`config.mk`:
```
export PLATFORM = sky130hd
export DESIGN_NAME = chp_config_host_port
export DESIGN_NICKNAME = d
export VERILOG_FILES = /design/src/rtl/chp_pkg.sv /design/src/rtl/chp_buf2.sv /design/src/rtl/chp_config_host_port.sv /design/src/rtl/chp_sync.sv
export SDC_FILE = /design/constraint.sdc
export NUM_CORES = 1
export LEC_CHECK = 0
export BUFFER_PORTS_ARGS = -buffer_cell sky130_fd_sc_hd__buf_2
export CORE_ASPECT_RATIO = 1.2
export CORE_MARGIN = 2
export CORE_UTILIZATION = 59
export CTS_BUF_LIST = sky130_fd_sc_hd__clkbuf_4
export CTS_CLUSTER_DIAMETER = 40
export DETAILED_ROUTE_END_ITERATION = 16
export PLACE_DENSITY_LB_ADDON = 0.12
export SLEW_MARGIN = 20
export SYNTH_ARGS = -nofsm -noshare
export SYNTH_HDL_FRONTEND = slang
export SYNTH_SLANG_ARGS = --single-unit
```
`constraint.sdc`:
```
create_clock -name clk_sys_i -period 5.4 [get_ports clk_sys_i]
set_input_delay 0.81 -clock clk_sys_i [delete_from_list [all_inputs] [get_ports clk_sys_i]]
set_output_delay 0.81 -clock clk_sys_i [all_outputs]
set_load 0.02 [all_outputs]
```
`src/rtl/chp_pkg.sv`:
```
// Constants, types and the behaviour summary of the configuration host port.
// ************************************************************
// How it works
// - In async peripheral loading, ready is high when another byte fits, else low.
// - A selected async peripheral read shows the same ready status on data bit 7.
// - In master parallel loading, the ready pin strobes the external memory to fetch bytes.
// - The high progress output stays high until configuration completes.
// - The low progress output stays low until configuration completes.
// - The clear/hold pin is pulled low during power settling and memory clearing.
// - While clear/hold is held low externally, the device waits and never starts loading.
// - Selected only while the low select is low and the high select is high.
// - Async peripheral read strobe low turns data bits 7 to 3 into status outputs.
// - With read and write strobes both low, the write acts and the read is ignored.
// - The status line is high for ready and low for busy.
// - An async peripheral write strobe captures the byte on data bits 7 to 0.
// - On the processor port the read strobe pin is the transfer strobe.
// - Direction line high reads from the device, low writes into it.
// - The device decodes only the eighteen least significant host address bits.
// - Burst marker low marks a burst beat, high a single transfer.
// - After configuration the ready/busy pin is released to user control.
// - Mode pins are latched at the rising edge of the clear/hold pin.
// - The transfer acknowledge goes low when write data is taken or read data is given.
// - Size code 01 is a byte, 10 a half-word, 00 a word.
// - Processor port pins are sampled and driven on the rising host bus clock edge.
// ************************************************************
package chp_pkg;
   localparam int CLK_PERIOD_NS = 10;
   localparam int CLEAR_TIME_NS = 200;
   localparam int CLEAR_CYCLES = (CLEAR_TIME_NS + CLK_PERIOD_NS - 1) / CLK_PERIOD_NS;
   localparam int MEM_READ_NS = 120;
   localparam int MEM_READ_CYCLES = (MEM_READ_NS + CLK_PERIOD_NS - 1) / CLK_PERIOD_NS;
   localparam logic [3:0] MODE_MASTER = 4'h4;
   localparam logic [3:0] MODE_ASYNC = 4'h5;
   localparam logic [3:0] MODE_PROC = 4'h7;
   localparam logic [1:0] TSZ_WORD = 2'h0;
   localparam logic [1:0] TSZ_BYTE = 2'h1;
   localparam logic [1:0] TSZ_HALF = 2'h2;
   localparam logic [17:0] SYNC_RST = 18'h00B00;
   typedef struct packed {
      logic write;
      logic burst;
      logic [1:0] size;
      logic [3:0] lanes;
      logic [17:0] addr;
      logic [31:0] wdata;
   } chp_proc_req_t;
   typedef enum logic [4:0] {
      ST_POWER = 5'h01,
      ST_CLEAR = 5'h02,
      ST_WAIT = 5'h04,
      ST_LOAD = 5'h08,
      ST_DONE = 5'h10
   } chp_state_t;
endpackage : chp_pkg

```
`src/rtl/chp_buf2.sv`:
```
// Two-entry buffer with registered head and valid/ready on both sides.
`timescale 1ns/1ns
module chp_buf2 #(
   parameter int W = 8
) (
   input wire logic clk_sys_i,
   input wire logic resetn_i,
   input wire logic in_valid_i,
   output logic in_ready_o,
   input wire logic [W-1:0] in_data_i,
   output logic out_valid_o,
   input wire logic out_ready_i,
   output logic [W-1:0] out_data_o
);
   logic tail_v;
   logic [W-1:0] tail;
   logic push;
   logic pop;

   assign in_ready_o = ~tail_v;
   assign push = in_valid_i & ~tail_v;
   assign pop = out_valid_o & out_ready_i;

   // The head is the output register, so the drain side sees no logic after it.
   always_ff @(posedge clk_sys_i or negedge resetn_i) begin
      if (!resetn_i) begin
         out_valid_o <= 1'b0;
         out_data_o <= '0;
         tail_v <= 1'b0;
         tail <= '0;
      end else if (!out_valid_o || pop) begin
         if (tail_v) begin
            out_data_o <= tail;
            out_valid_o <= 1'b1;
            tail_v <= push;
            if (push) begin
               tail <= in_data_i;
            end
         end else begin
            out_valid_o <= push;
            if (push) begin
               out_data_o <= in_data_i;
            end
         end
      end else if (push) begin
         tail <= in_data_i;
         tail_v <= 1'b1;
      end
   end
endmodule : chp_buf2

```
`src/rtl/chp_config_host_port.sv`:
```
// Configuration loading and processor port handshake of the device.
`timescale 1ns/1ns
module chp_config_host_port
   import chp_pkg::*;
(
   input wire logic clk_sys_i,
   input wire logic resetn_i,
   input wire logic power_ok_i,
   input wire logic [3:0] mode_pins_i,
   input wire logic clear_hold_i,
   output logic clear_hold_o,
   output logic clear_hold_oe_n_o,
   input wire logic select_low_active_n_i,
   input wire logic select_high_active_i,
   input wire logic read_strobe_n_i,
   input wire logic write_strobe_n_i,
   input wire logic [31:0] data_i,
   output logic [31:0] data_o,
   output logic [31:0] data_oe_n_o,
   input wire logic [17:0] host_address_lsbs_i,
   input wire logic burst_marker_n_i,
   input wire logic [1:0] transfer_size_code_i,
   output logic host_transfer_ack_n_o,
   output logic ready_busy_o,
   output logic ready_busy_oe_n_o,
   output logic high_while_loading_o,
   output logic low_while_loading_o,
   output logic [3:0] cfg_mode_o,
   output logic [7:0] cfg_byte_o,
   output logic cfg_byte_valid_o,
   input wire logic cfg_byte_ready_i,
   input wire logic config_done_i,
   output chp_proc_req_t proc_req_o,
   output logic proc_req_valid_o,
   input wire logic [31:0] proc_rdata_i
);
   // ************************************************************
   // Pin synchronisers
   // ************************************************************
   logic [17:0] sync_v;
   logic s_pwr;
   logic s_init;
   logic [3:0] s_mode;
   logic s_sel_n;
   logic s_sel;
   logic s_rd_n;
   logic s_wr_n;
   logic [7:0] s_data;

   chp_sync #(
      .W(18),
      .RST(SYNC_RST)
   ) u_sync (
      .clk_sys_i(clk_sys_i),
      .resetn_i(resetn_i),
      .async_i({power_ok_i, clear_hold_i, mode_pins_i, select_low_active_n_i,
                select_high_active_i, read_strobe_n_i, write_strobe_n_i, data_i[7:0]}),
      .sync_o(sync_v)
   );

   assign s_pwr = sync_v[17];
   assign s_init = sync_v[16];
   assign s_mode = sync_v[15:12];
   assign s_sel_n = sync_v[11];
   assign s_sel = sync_v[10];
   assign s_rd_n = sync_v[9];
   assign s_wr_n = sync_v[8];
   assign s_data = sync_v[7:0];

   // ************************************************************
   // Configuration sequence
   // ************************************************************
   chp_state_t state;
   logic [7:0] clr_cnt;
   logic init_prev;
   logic loading;
   logic cfg_over;

   assign loading = (state == ST_LOAD);
   assign cfg_over = (state == ST_DONE) | (loading & config_done_i);

   always_ff @(posedge clk_sys_i or negedge resetn_i) begin
      if (!resetn_i) begin
         state <= ST_POWER;
         clr_cnt <= 8'h00;
      end else begin
         case (state)
            ST_POWER: begin
               clr_cnt <= 8'h00;
               if (s_pwr) begin
                  state <= ST_CLEAR;
               end
            end
            ST_CLEAR: begin
               clr_cnt <= clr_cnt + 8'h01;
               if (clr_cnt == 8'(CLEAR_CYCLES - 1)) begin
                  state <= ST_WAIT;
               end
            end
            ST_WAIT: begin
               // An outside party holding the pin low keeps the device here.
               if (s_init && !init_prev) begin
                  state <= ST_LOAD;
               end
            end
            ST_LOAD: begin
               if (config_done_i) begin
                  state <= ST_DONE;
               end
            end
            ST_DONE: begin
               state <= ST_DONE;
            end
            default: begin
               state <= ST_POWER;
            end
         endcase
      end
   end

   always_ff @(posedge clk_sys_i or negedge resetn_i) begin
      if (!resetn_i) begin
         init_prev <= 1'b0;
         cfg_mode_o <= 4'h0;
      end else begin
         init_prev <= s_init;
         if (state == ST_WAIT && s_init && !init_prev) begin
            cfg_mode_o <= s_mode;
         end
      end
   end

   always_ff @(posedge clk_sys_i or negedge resetn_i) begin
      if (!resetn_i) begin
         clear_hold_o <= 1'b0;
         clear_hold_oe_n_o <= 1'b0;
         high_while_loading_o <= 1'b1;
         low_while_loading_o <= 1'b0;
      end else begin
         clear_hold_o <= 1'b0;
         clear_hold_oe_n_o <= ~(state == ST_POWER || state == ST_CLEAR);
         high_while_loading_o <= ~cfg_over;
         low_while_loading_o <= cfg_over;
      end
   end

   // ************************************************************
   // Async peripheral and master parallel byte paths
   // ************************************************************
   logic mode_async;
   logic mode_master;
   logic mode_proc;
   logic sel_async;
   logic wr_prev;
   logic push_async;
   logic rd_active;
   logic [3:0] mcnt;
   logic push_master;
   logic push_proc;
   logic buf_in_ready;
   logic buf_in_valid;
   logic [7:0] buf_in_data;

   assign mode_async = (cfg_mode_o == MODE_ASYNC);
   assign mode_master = (cfg_mode_o == MODE_MASTER);
   assign mode_proc = (cfg_mode_o == MODE_PROC);
   assign sel_async = ~s_sel_n & s_sel;
   assign push_async = mode_async & loading & sel_async & wr_prev & ~s_wr_n;
   // A write strobe held low blocks the status read.
   assign rd_active = mode_async & loading & sel_async & ~s_rd_n & s_wr_n;
   assign push_master = mode_master & loading & (mcnt == 4'h1);

   always_ff @(posedge clk_sys_i or negedge resetn_i) begin
      if (!resetn_i) begin
         wr_prev <= 1'b1;
      end else begin
         wr_prev <= s_wr_n;
      end
   end

   // The fetch starts only with room in the buffer, so the fetched byte always fits.
   always_ff @(posedge clk_sys_i or negedge resetn_i) begin
      if (!resetn_i) begin
         mcnt <= 4'h0;
      end else if (!(mode_master && loading && !config_done_i)) begin
         mcnt <= 4'h0;
      end else if (mcnt != 4'h0) begin
         mcnt <= mcnt - 4'h1;
      end else if (buf_in_ready) begin
         mcnt <= 4'(MEM_READ_CYCLES);
      end
   end

   always_ff @(posedge clk_sys_i or negedge resetn_i) begin
      if (!resetn_i) begin
         ready_busy_o <= 1'b0;
         ready_busy_oe_n_o <= 1'b0;
      end else begin
         ready_busy_oe_n_o <= cfg_over;
         if (mode_master) begin
            ready_busy_o <= loading & (mcnt != 4'h0);
         end else begin
            ready_busy_o <= loading & buf_in_ready;
         end
      end
   end

   assign buf_in_valid = push_async | push_master | push_proc;
   assign buf_in_data = mode_proc ? proc_req_o.wdata[7:0] : s_data;

   chp_buf2 #(
      .W(8)
   ) u_buf (
      .clk_sys_i(clk_sys_i),
      .resetn_i(resetn_i),
      .in_valid_i(buf_in_valid),
      .in_ready_o(buf_in_ready),
      .in_data_i(buf_in_data),
      .out_valid_o(cfg_byte_valid_o),
      .out_ready_i(cfg_byte_ready_i),
      .out_data_o(cfg_byte_o)
   );

   // ************************************************************
   // Processor port
   // ************************************************************
   // Pins here are synchronous to the system clock, so they are sampled directly.
   logic proc_sel;
   logic proc_accept;
   logic pend;
   logic pend_load;
   logic proc_done;
   logic [3:0] lanes;
   logic [31:0] rdata_q;

   assign proc_sel = ~select_low_active_n_i & select_high_active_i;
   assign proc_accept = mode_proc & proc_sel & ~read_strobe_n_i & ~pend & (loading | (state == ST_DONE));
   assign push_proc = pend & pend_load & buf_in_ready;
   assign proc_done = pend & (pend_load ? buf_in_ready : ~proc_req_valid_o);

   always_comb begin
      case (transfer_size_code_i)
         TSZ_BYTE: lanes = 4'h1 << host_address_lsbs_i[1:0];
         TSZ_HALF: lanes = host_address_lsbs_i[1] ? 4'hC : 4'h3;
         TSZ_WORD: lanes = 4'hF;
         default: lanes = 4'h0;
      endcase
   end

   always_ff @(posedge clk_sys_i or negedge resetn_i) begin
      if (!resetn_i) begin
         pend <= 1'b0;
         pend_load <= 1'b0;
         proc_req_o <= '0;
         proc_req_valid_o <= 1'b0;
         host_transfer_ack_n_o <= 1'b1;
      end else begin
         proc_req_valid_o <= 1'b0;
         host_transfer_ack_n_o <= 1'b1;
         if (proc_accept) begin
            pend <= 1'b1;
            pend_load <= loading & ~write_strobe_n_i;
            proc_req_valid_o <= ~(loading & ~write_strobe_n_i);
            proc_req_o.write <= ~write_strobe_n_i;
            proc_req_o.burst <= ~burst_marker_n_i;
            proc_req_o.size <= transfer_size_code_i;
            proc_req_o.lanes <= lanes;
            proc_req_o.addr <= host_address_lsbs_i;
            proc_req_o.wdata <= data_i;
         end else if (proc_done) begin
            pend <= 1'b0;
            pend_load <= 1'b0;
            host_transfer_ack_n_o <= 1'b0;
         end
      end
   end

   // ************************************************************
   // Data bus drive
   // ************************************************************
   always_ff @(posedge clk_sys_i or negedge resetn_i) begin
      if (!resetn_i) begin
         rdata_q <= 32'h00000000;
         data_o <= 32'h00000000;
         data_oe_n_o <= 32'hFFFFFFFF;
      end else begin
         data_oe_n_o <= 32'hFFFFFFFF;
         if (proc_req_valid_o) begin
            rdata_q <= proc_rdata_i;
         end
         if (rd_active) begin
            data_o[7:3] <= {buf_in_ready, cfg_over, cfg_byte_valid_o, s_init, mode_async};
            data_oe_n_o[7:3] <= 5'h00;
         end else if (proc_done && !pend_load && !proc_req_o.write) begin
            data_o <= rdata_q;
            data_oe_n_o <= 32'h00000000;
         end
      end
   end
endmodule : chp_config_host_port

```
`src/rtl/chp_sync.sv`:
```
// Three-stage input synchroniser that passes a change once two stages agree.
`timescale 1ns/1ns
module chp_sync #(
   parameter int W = 1,
   parameter logic [W-1:0] RST = '0
) (
   input wire logic clk_sys_i,
   input wire logic resetn_i,
   input wire logic [W-1:0] async_i,
   output logic [W-1:0] sync_o
);
   logic [W-1:0] s1;
   logic [W-1:0] s2;
   logic [W-1:0] s3;

   // A bit whose last two stages disagree keeps its old value, so glitches are dropped.
   always_ff @(posedge clk_sys_i or negedge resetn_i) begin
      if (!resetn_i) begin
         s1 <= RST;
         s2 <= RST;
         s3 <= RST;
         sync_o <= RST;
      end else begin
         s1 <= async_i;
         s2 <= s1;
         s3 <= s2;
         sync_o <= (~(s2 ^ s3) & s3) | ((s2 ^ s3) & sync_o);
      end
   end
endmodule : chp_sync

```
---- Word level (Yosys, flattened, before mapping) ----
Index checks and enable logic that the tools add are counted.
word-level totals
  bits in registers ....................... 275
  input bits .............................. 99
  output and inout port bits .............. 143
  word-level logic and storage cells ...... 158
cells by class
  add/subtract/negate cells ............... 2
  equality and inequality tests ........... 18
  shift-type cells ........................ 1
  mux-type cells .......................... 35
  bitwise operators ....................... 46
  reductions and logical operators ........ 24
operators with widths
  cell                   number
  $mux W8                7
  $and A18 B18 Y18       2
  $mux W32               1
  $mux W5                6
  $pmux W5 S5            1
  $mux W24               1
  $and A1 B1 Y1          23
  $not A18 Y18           1
  $or A18 B18 Y18        1
  $xor A18 B18 Y18       1
  $mux W4                4
  $pmux W8 S2            1
  $not A1 Y1             14
  $eq A4 B3 Y1 const B   3
  $mux W1                12
  $pmux W4 S3            1
  $reduce_bool A2 Y1     5
  $add A8 B1 Y8 const B  1
  $eq A8 B5 Y1 const B   1
  $logic_and A1 B1 Y1    7
  $ne A2 B2 Y1 const B   3
  $eq A5 B1 Y1 const B   1
  $eq A5 B2 Y1 const B   1
  $eq A5 B3 Y1 const B   1
  17 further kinds       27

---- Longest topological paths before layout ----
  depth after elaboration ................. 11
  mapped depth ............................ 7
  mapped depth without buffers ............ 7

---- By module ----
Synthesis repeated with hierarchy kept, for this count alone.
second synthesis, totals
  cells, all modules ...................... 616
  area total of the unflattened synthesis .. 9375.2 um^2
modules (own cells, without submodules)
  module                instances  cells an instance  area each (um^2)  seq. area each (um^2)
  chp_config_host_port  1          475                6562.5            3886.2
  chp_sync              1          90                 2019.4            1816.7
  chp_buf2              1          51                 793.3             450.4

---- Worst setup path before layout ----
No wires, ideal clock.
  path kind ............................... register -> register
  start point ............................. register cfg_mode_o[1]
  end point ............................... register u_buf.tail[0]
  setup time .............................. 0.141 ns
  data arrival time ....................... 2.081 ns
  data required time ...................... 5.259 ns
  slack ................................... 3.178 ns
  cell stages (with the launch flop) ...... 6
  path buffers ............................ 0
  period minus slack after synthesis ...... 2.222 ns
  cell sequence ........................... dfrtp_1 -> or4b_4 -> or4b_4 -> a21oi_4 -> o21ai_2 -> mux2i_1
between the ends
  word-level cells in the longest chain between the ends .. 11
  elaborated cells on any way between the ends .. 16
  those cells by class .................... eq/ne: 3; mux: 4; bitwise: 9
ends and longest elaborated chain
  element                      RTL line                        source
  from (decl)                  chp_config_host_port.sv:28      output logic [3:0] cfg_mode_o,
  from (signal assigned)       chp_config_host_port.sv:128     cfg_mode_o <= s_mode;
  $eq A4 B3 Y1                 chp_config_host_port.sv:164     assign mode_async = (cfg_mode_o == MODE_ASYNC);
  $and A1 B1 Y1 (4 in series)  chp_config_host_port.sv:168     assign push_async = mode_async & loading & sel_async & wr_prev & ~s_wr_n;
  $or A1 B1 Y1 (2 in series)   chp_config_host_port.sv:208     assign buf_in_valid = push_async | push_master | push_proc;
  $and A1 B1 Y1                chp_buf2.sv:21                  assign push = in_valid_i & ~tail_v;
  $mux W8 *                    chp_buf2.sv:36, chp_buf2.sv:45
  $mux W8                      chp_buf2.sv:32                  if (tail_v) begin
  $mux W8 *                    chp_buf2.sv:31                  end else if (!out_valid_o || pop) begin
  to (signal assigned)         chp_buf2.sv:37                  tail <= in_data_i;
  to (signal assigned)         chp_buf2.sv:46                  tail <= in_data_i;
  to (decl)                    chp_buf2.sv:16                  logic [W-1:0] tail;
Mark *: on every way between the ends. The rest lies on a longest branch, timed or not. The select of a mux whose other input is x is not followed.
A chain may end at the register's enable or synchronous reset.

---- Worst setup path in the final report ----
  start point ............................. register state[1]
  end point ............................... register data_o[20]
between the ends
  word-level cells in the longest chain between the ends .. 7
ends and longest elaborated chain
  element                             RTL line                     source
  from (decl)                         chp_config_host_port.sv:73   chp_state_t state;
  from (signal assigned)              chp_config_host_port.sv:84   state <= ST_POWER;
  from (signal assigned)              chp_config_host_port.sv:91   state <= ST_CLEAR;
  from (signal assigned)              chp_config_host_port.sv:97   state <= ST_WAIT;
  $eq A5 B4 Y1                        chp_config_host_port.sv:79   assign loading = (state == ST_LOAD);
  $and A1 B1 Y1 (4 in series)         chp_config_host_port.sv:170  assign rd_active = mode_async & loading & sel_async & ~s_rd_n & s_wr_n;
  $not A1 Y1 (no source line)         -
  $reduce_and A2 Y1 (no source line)  -
  to (signal assigned)                chp_config_host_port.sv:295  data_o <= rdata_q;
  to (decl)                           chp_config_host_port.sv:18   output logic [31:0] data_o,
No other way between the ends.

==> run metrics <==
slowest stage delay, CP=730 ps; Post-Syn Instances=636; gr usage total=22.0%; Yosys top cell by area=dfrtp_1; Clock Latency Late Sink=650 ps; commonest non-fill, non-tap cell in the layout=buf_2; vias in the first global route=6269; crit-path cells=nor3_2 > nand2_1 > or4_1 > nand2_2 > mux2_1; Crit-path slowest cell=or4_1; syn_area_per_cell=14.6 sq um; Async S/R FF share, synth=100%; worst slew pin tran=941 ps; Post-CTS Setup Bufs=0; P_int=2.80 mW; EDFF count, synth=0; critical path depth=5; aggregate global routing overflow=0; P&R area growth vs syn=21.5%; crit path DAT=3390 ps; HP Class=in2async; layout cells sized above 1=43.9%; CTS tree=built; TritonRoute pass-1 iters=4; Critical Path RT=5910 ps; FF-to-FF path depth=5; post-layout util=72.6%; syn nets=738; DRC Markers=0; Seq pwr share=53.8%; initial antenna violation count=2; top_reg_cell synth=dfrtp_1; Comb pwr share=4.8%; clk slew on worst S/H paths=70 ps; Final #Nets=994; worst clock skew=25.3 ps; largest net degree at the start of global routing=145; row count=50; CTS Buffer Depth=3; Port Buffers=240; final WL=18300 um; Post-Synthesis Cell Area=9280 sq um; Die W=118 um; Hold Slack=88.9 ps; Crit path max-delay family=simple AND/OR/NAND/NOR gates; net switching power=0.793 mW; total die area=16700 sq um; io pins=242; Starting Density=59.8%; Num Clock Sinks=245; max-cap violations=0; HPWL Detailed=12600 um; maximum vdd drop=0.000215 V; antenna viol nets, final=0; pwr dens=318 nW/um^2; RSZ-0062 raised after global routing=no; final worst path period need=2880 ps; sequential element share of the synthesized area=66.3%; hold_buf cts=0; gpl congestion=0.774; Placed Cells=1037; Seq. cell area=6150 sq um; Final Hold Fails=0; core area=15500 sq um; number of synthesized register bits=245; Cell Count, Final, Fillers Out=1140; H-tree Lvls=2; area of the multi-input gates=2740 sq um; Yosys top cell area share=61.2%; Starting DRT DRC Count=259; setup TNS=0 ps; Final Max Slew Viols=0; WS Path Type=reg2reg; Final period util=53.3%; LEAKAGE=6.11 nW; # fillers=1105; Die Y=141 um; first-pass GRT wire length=30000 um; commonest non-fill, non-tap cells in the layout=239 x buf_2, 227 x dfrtp_1, 95 x clkbuf_4; crit end category=flop; drt wl/cell=16.0 um; Root Driver=clkbuf_4; synth unique cells=48; CP startpoint kind=flop; Vias/cell=5.12; Worst Path Max Fanout=28; setup slack after layout=2520 ps; switch share=22.1%; PostCTS Resize Cnt=0; clock power share=41.4%; Area contributors post-synth=dfrtp_1 61%, mux2_1 9.6%, dfstp_2 5.1%; status=completed; Slew HR=37.3%; YS warnings=0; Vias=5841; Place WS=2360 ps; f_max=0.347 GHz; WP buf/inv=0; TritonCTS Buffers=60; final setup fails=0
power by group through the flow:
stage	Clock (mW)	Sequential [mW]	Combinational, mW
2_1_floorplan	0	1.96	0.0716
3_5_place_dp	0	1.96	0.170
4_1_cts	1.54	1.93	0.171
6_report	1.49	1.93	0.171
3_3_place_gp	0	1.96	0.161
5_1_grt	1.64	1.94	0.193
sequential cells by signal (all words and copies together) (netlist names), 2 cells and up, named ones only:
name,count
u_sync.s3,18
rdata_q,32
data_oe_n_o,2
mcnt,4
u_buf.tail,8
u_buf.out_data_o,8
cfg_mode_o,4
u_sync.s1,18
u_sync.s2,18
proc_req_o,58
state,5
data_o,32
clr_cnt,8
per-stage QoR:
| stage | area [sq um] | total power, mW |
|---|---|---|
| 2_1_floorplan | 9280 | 2.03 |
| 3_3_place_gp | 10500 | 2.12 |
| 3_5_place_dp | 10500 | 2.13 |
| 4_1_cts | 11200 | 3.64 |
| 5_1_grt | 11300 | 3.77 |
| 6_report | 11300 | 3.59 |
routing by layer:
layer  GRT usage, %  part of all wire, %  vias to the layer above
li1               -                    -                     2732
met1           26.5                   40                     2914
met2           38.3                   53                      174
met3           7.11                  6.1                       19
met4           6.27                  1.3                        2
met5              0                0.060                        -
logic make-up (layout without fill, tap and decap cells):
logic type	count (synthesis)	after routing	share of synthesized area, %
AOI/OAI and AO/OA	66	66	5.08
adders and majority gates	21	21	2.35
buffers and inverters	73	368	4.33
DFF	245	245	66.3
muxes	135	135	16.1
other	1	2	0.0404
and+or+nand+nor	95	95	5.80
layout make-up:
class | count | share of cell area (%)
Antenna cell | 1 | 0.0222
Clock buffer | 95 | 6.33
Clock inverter | 6 | 0.433
Inverter | 24 | 0.799
Multi-Input combinational cell | 318 | 24.3
Sequential cell | 245 | 54.6
Tap cell | 208 | 2.31
Timing Repair Buffer | 243 | 11.2
worst paths after layout:
path,start,end,slack [ps]
hold reg to reg,u_sync.s1[10],u_sync.s2[10],340
setup / recovery,state[1],data_o[20],2520
min in group clk_sys_i,mode_pins_i[1],u_sync.s1[13],270
setup reg to reg,state[1],data_o[20],2520
max in group asynchronous,resetn_i,proc_req_o[47],4400
hold / removal,resetn_i,clear_hold_oe_n_o,90
Yosys cell counts, types with 10 or more instances:
master and n:
inv_1 24, dfrtp_1 227, nand2_1 22, nand3_1 16
mux2_1 79, o21ai_1 18, a21oi_1 11, mux2_2 33
dfstp_2 18, maj3_1 18, clkbuf_1 15, o21ai_0 10
nor2_1 18, buf_4 34, mux2i_1 23
Power figures use the tool's default switching activity.
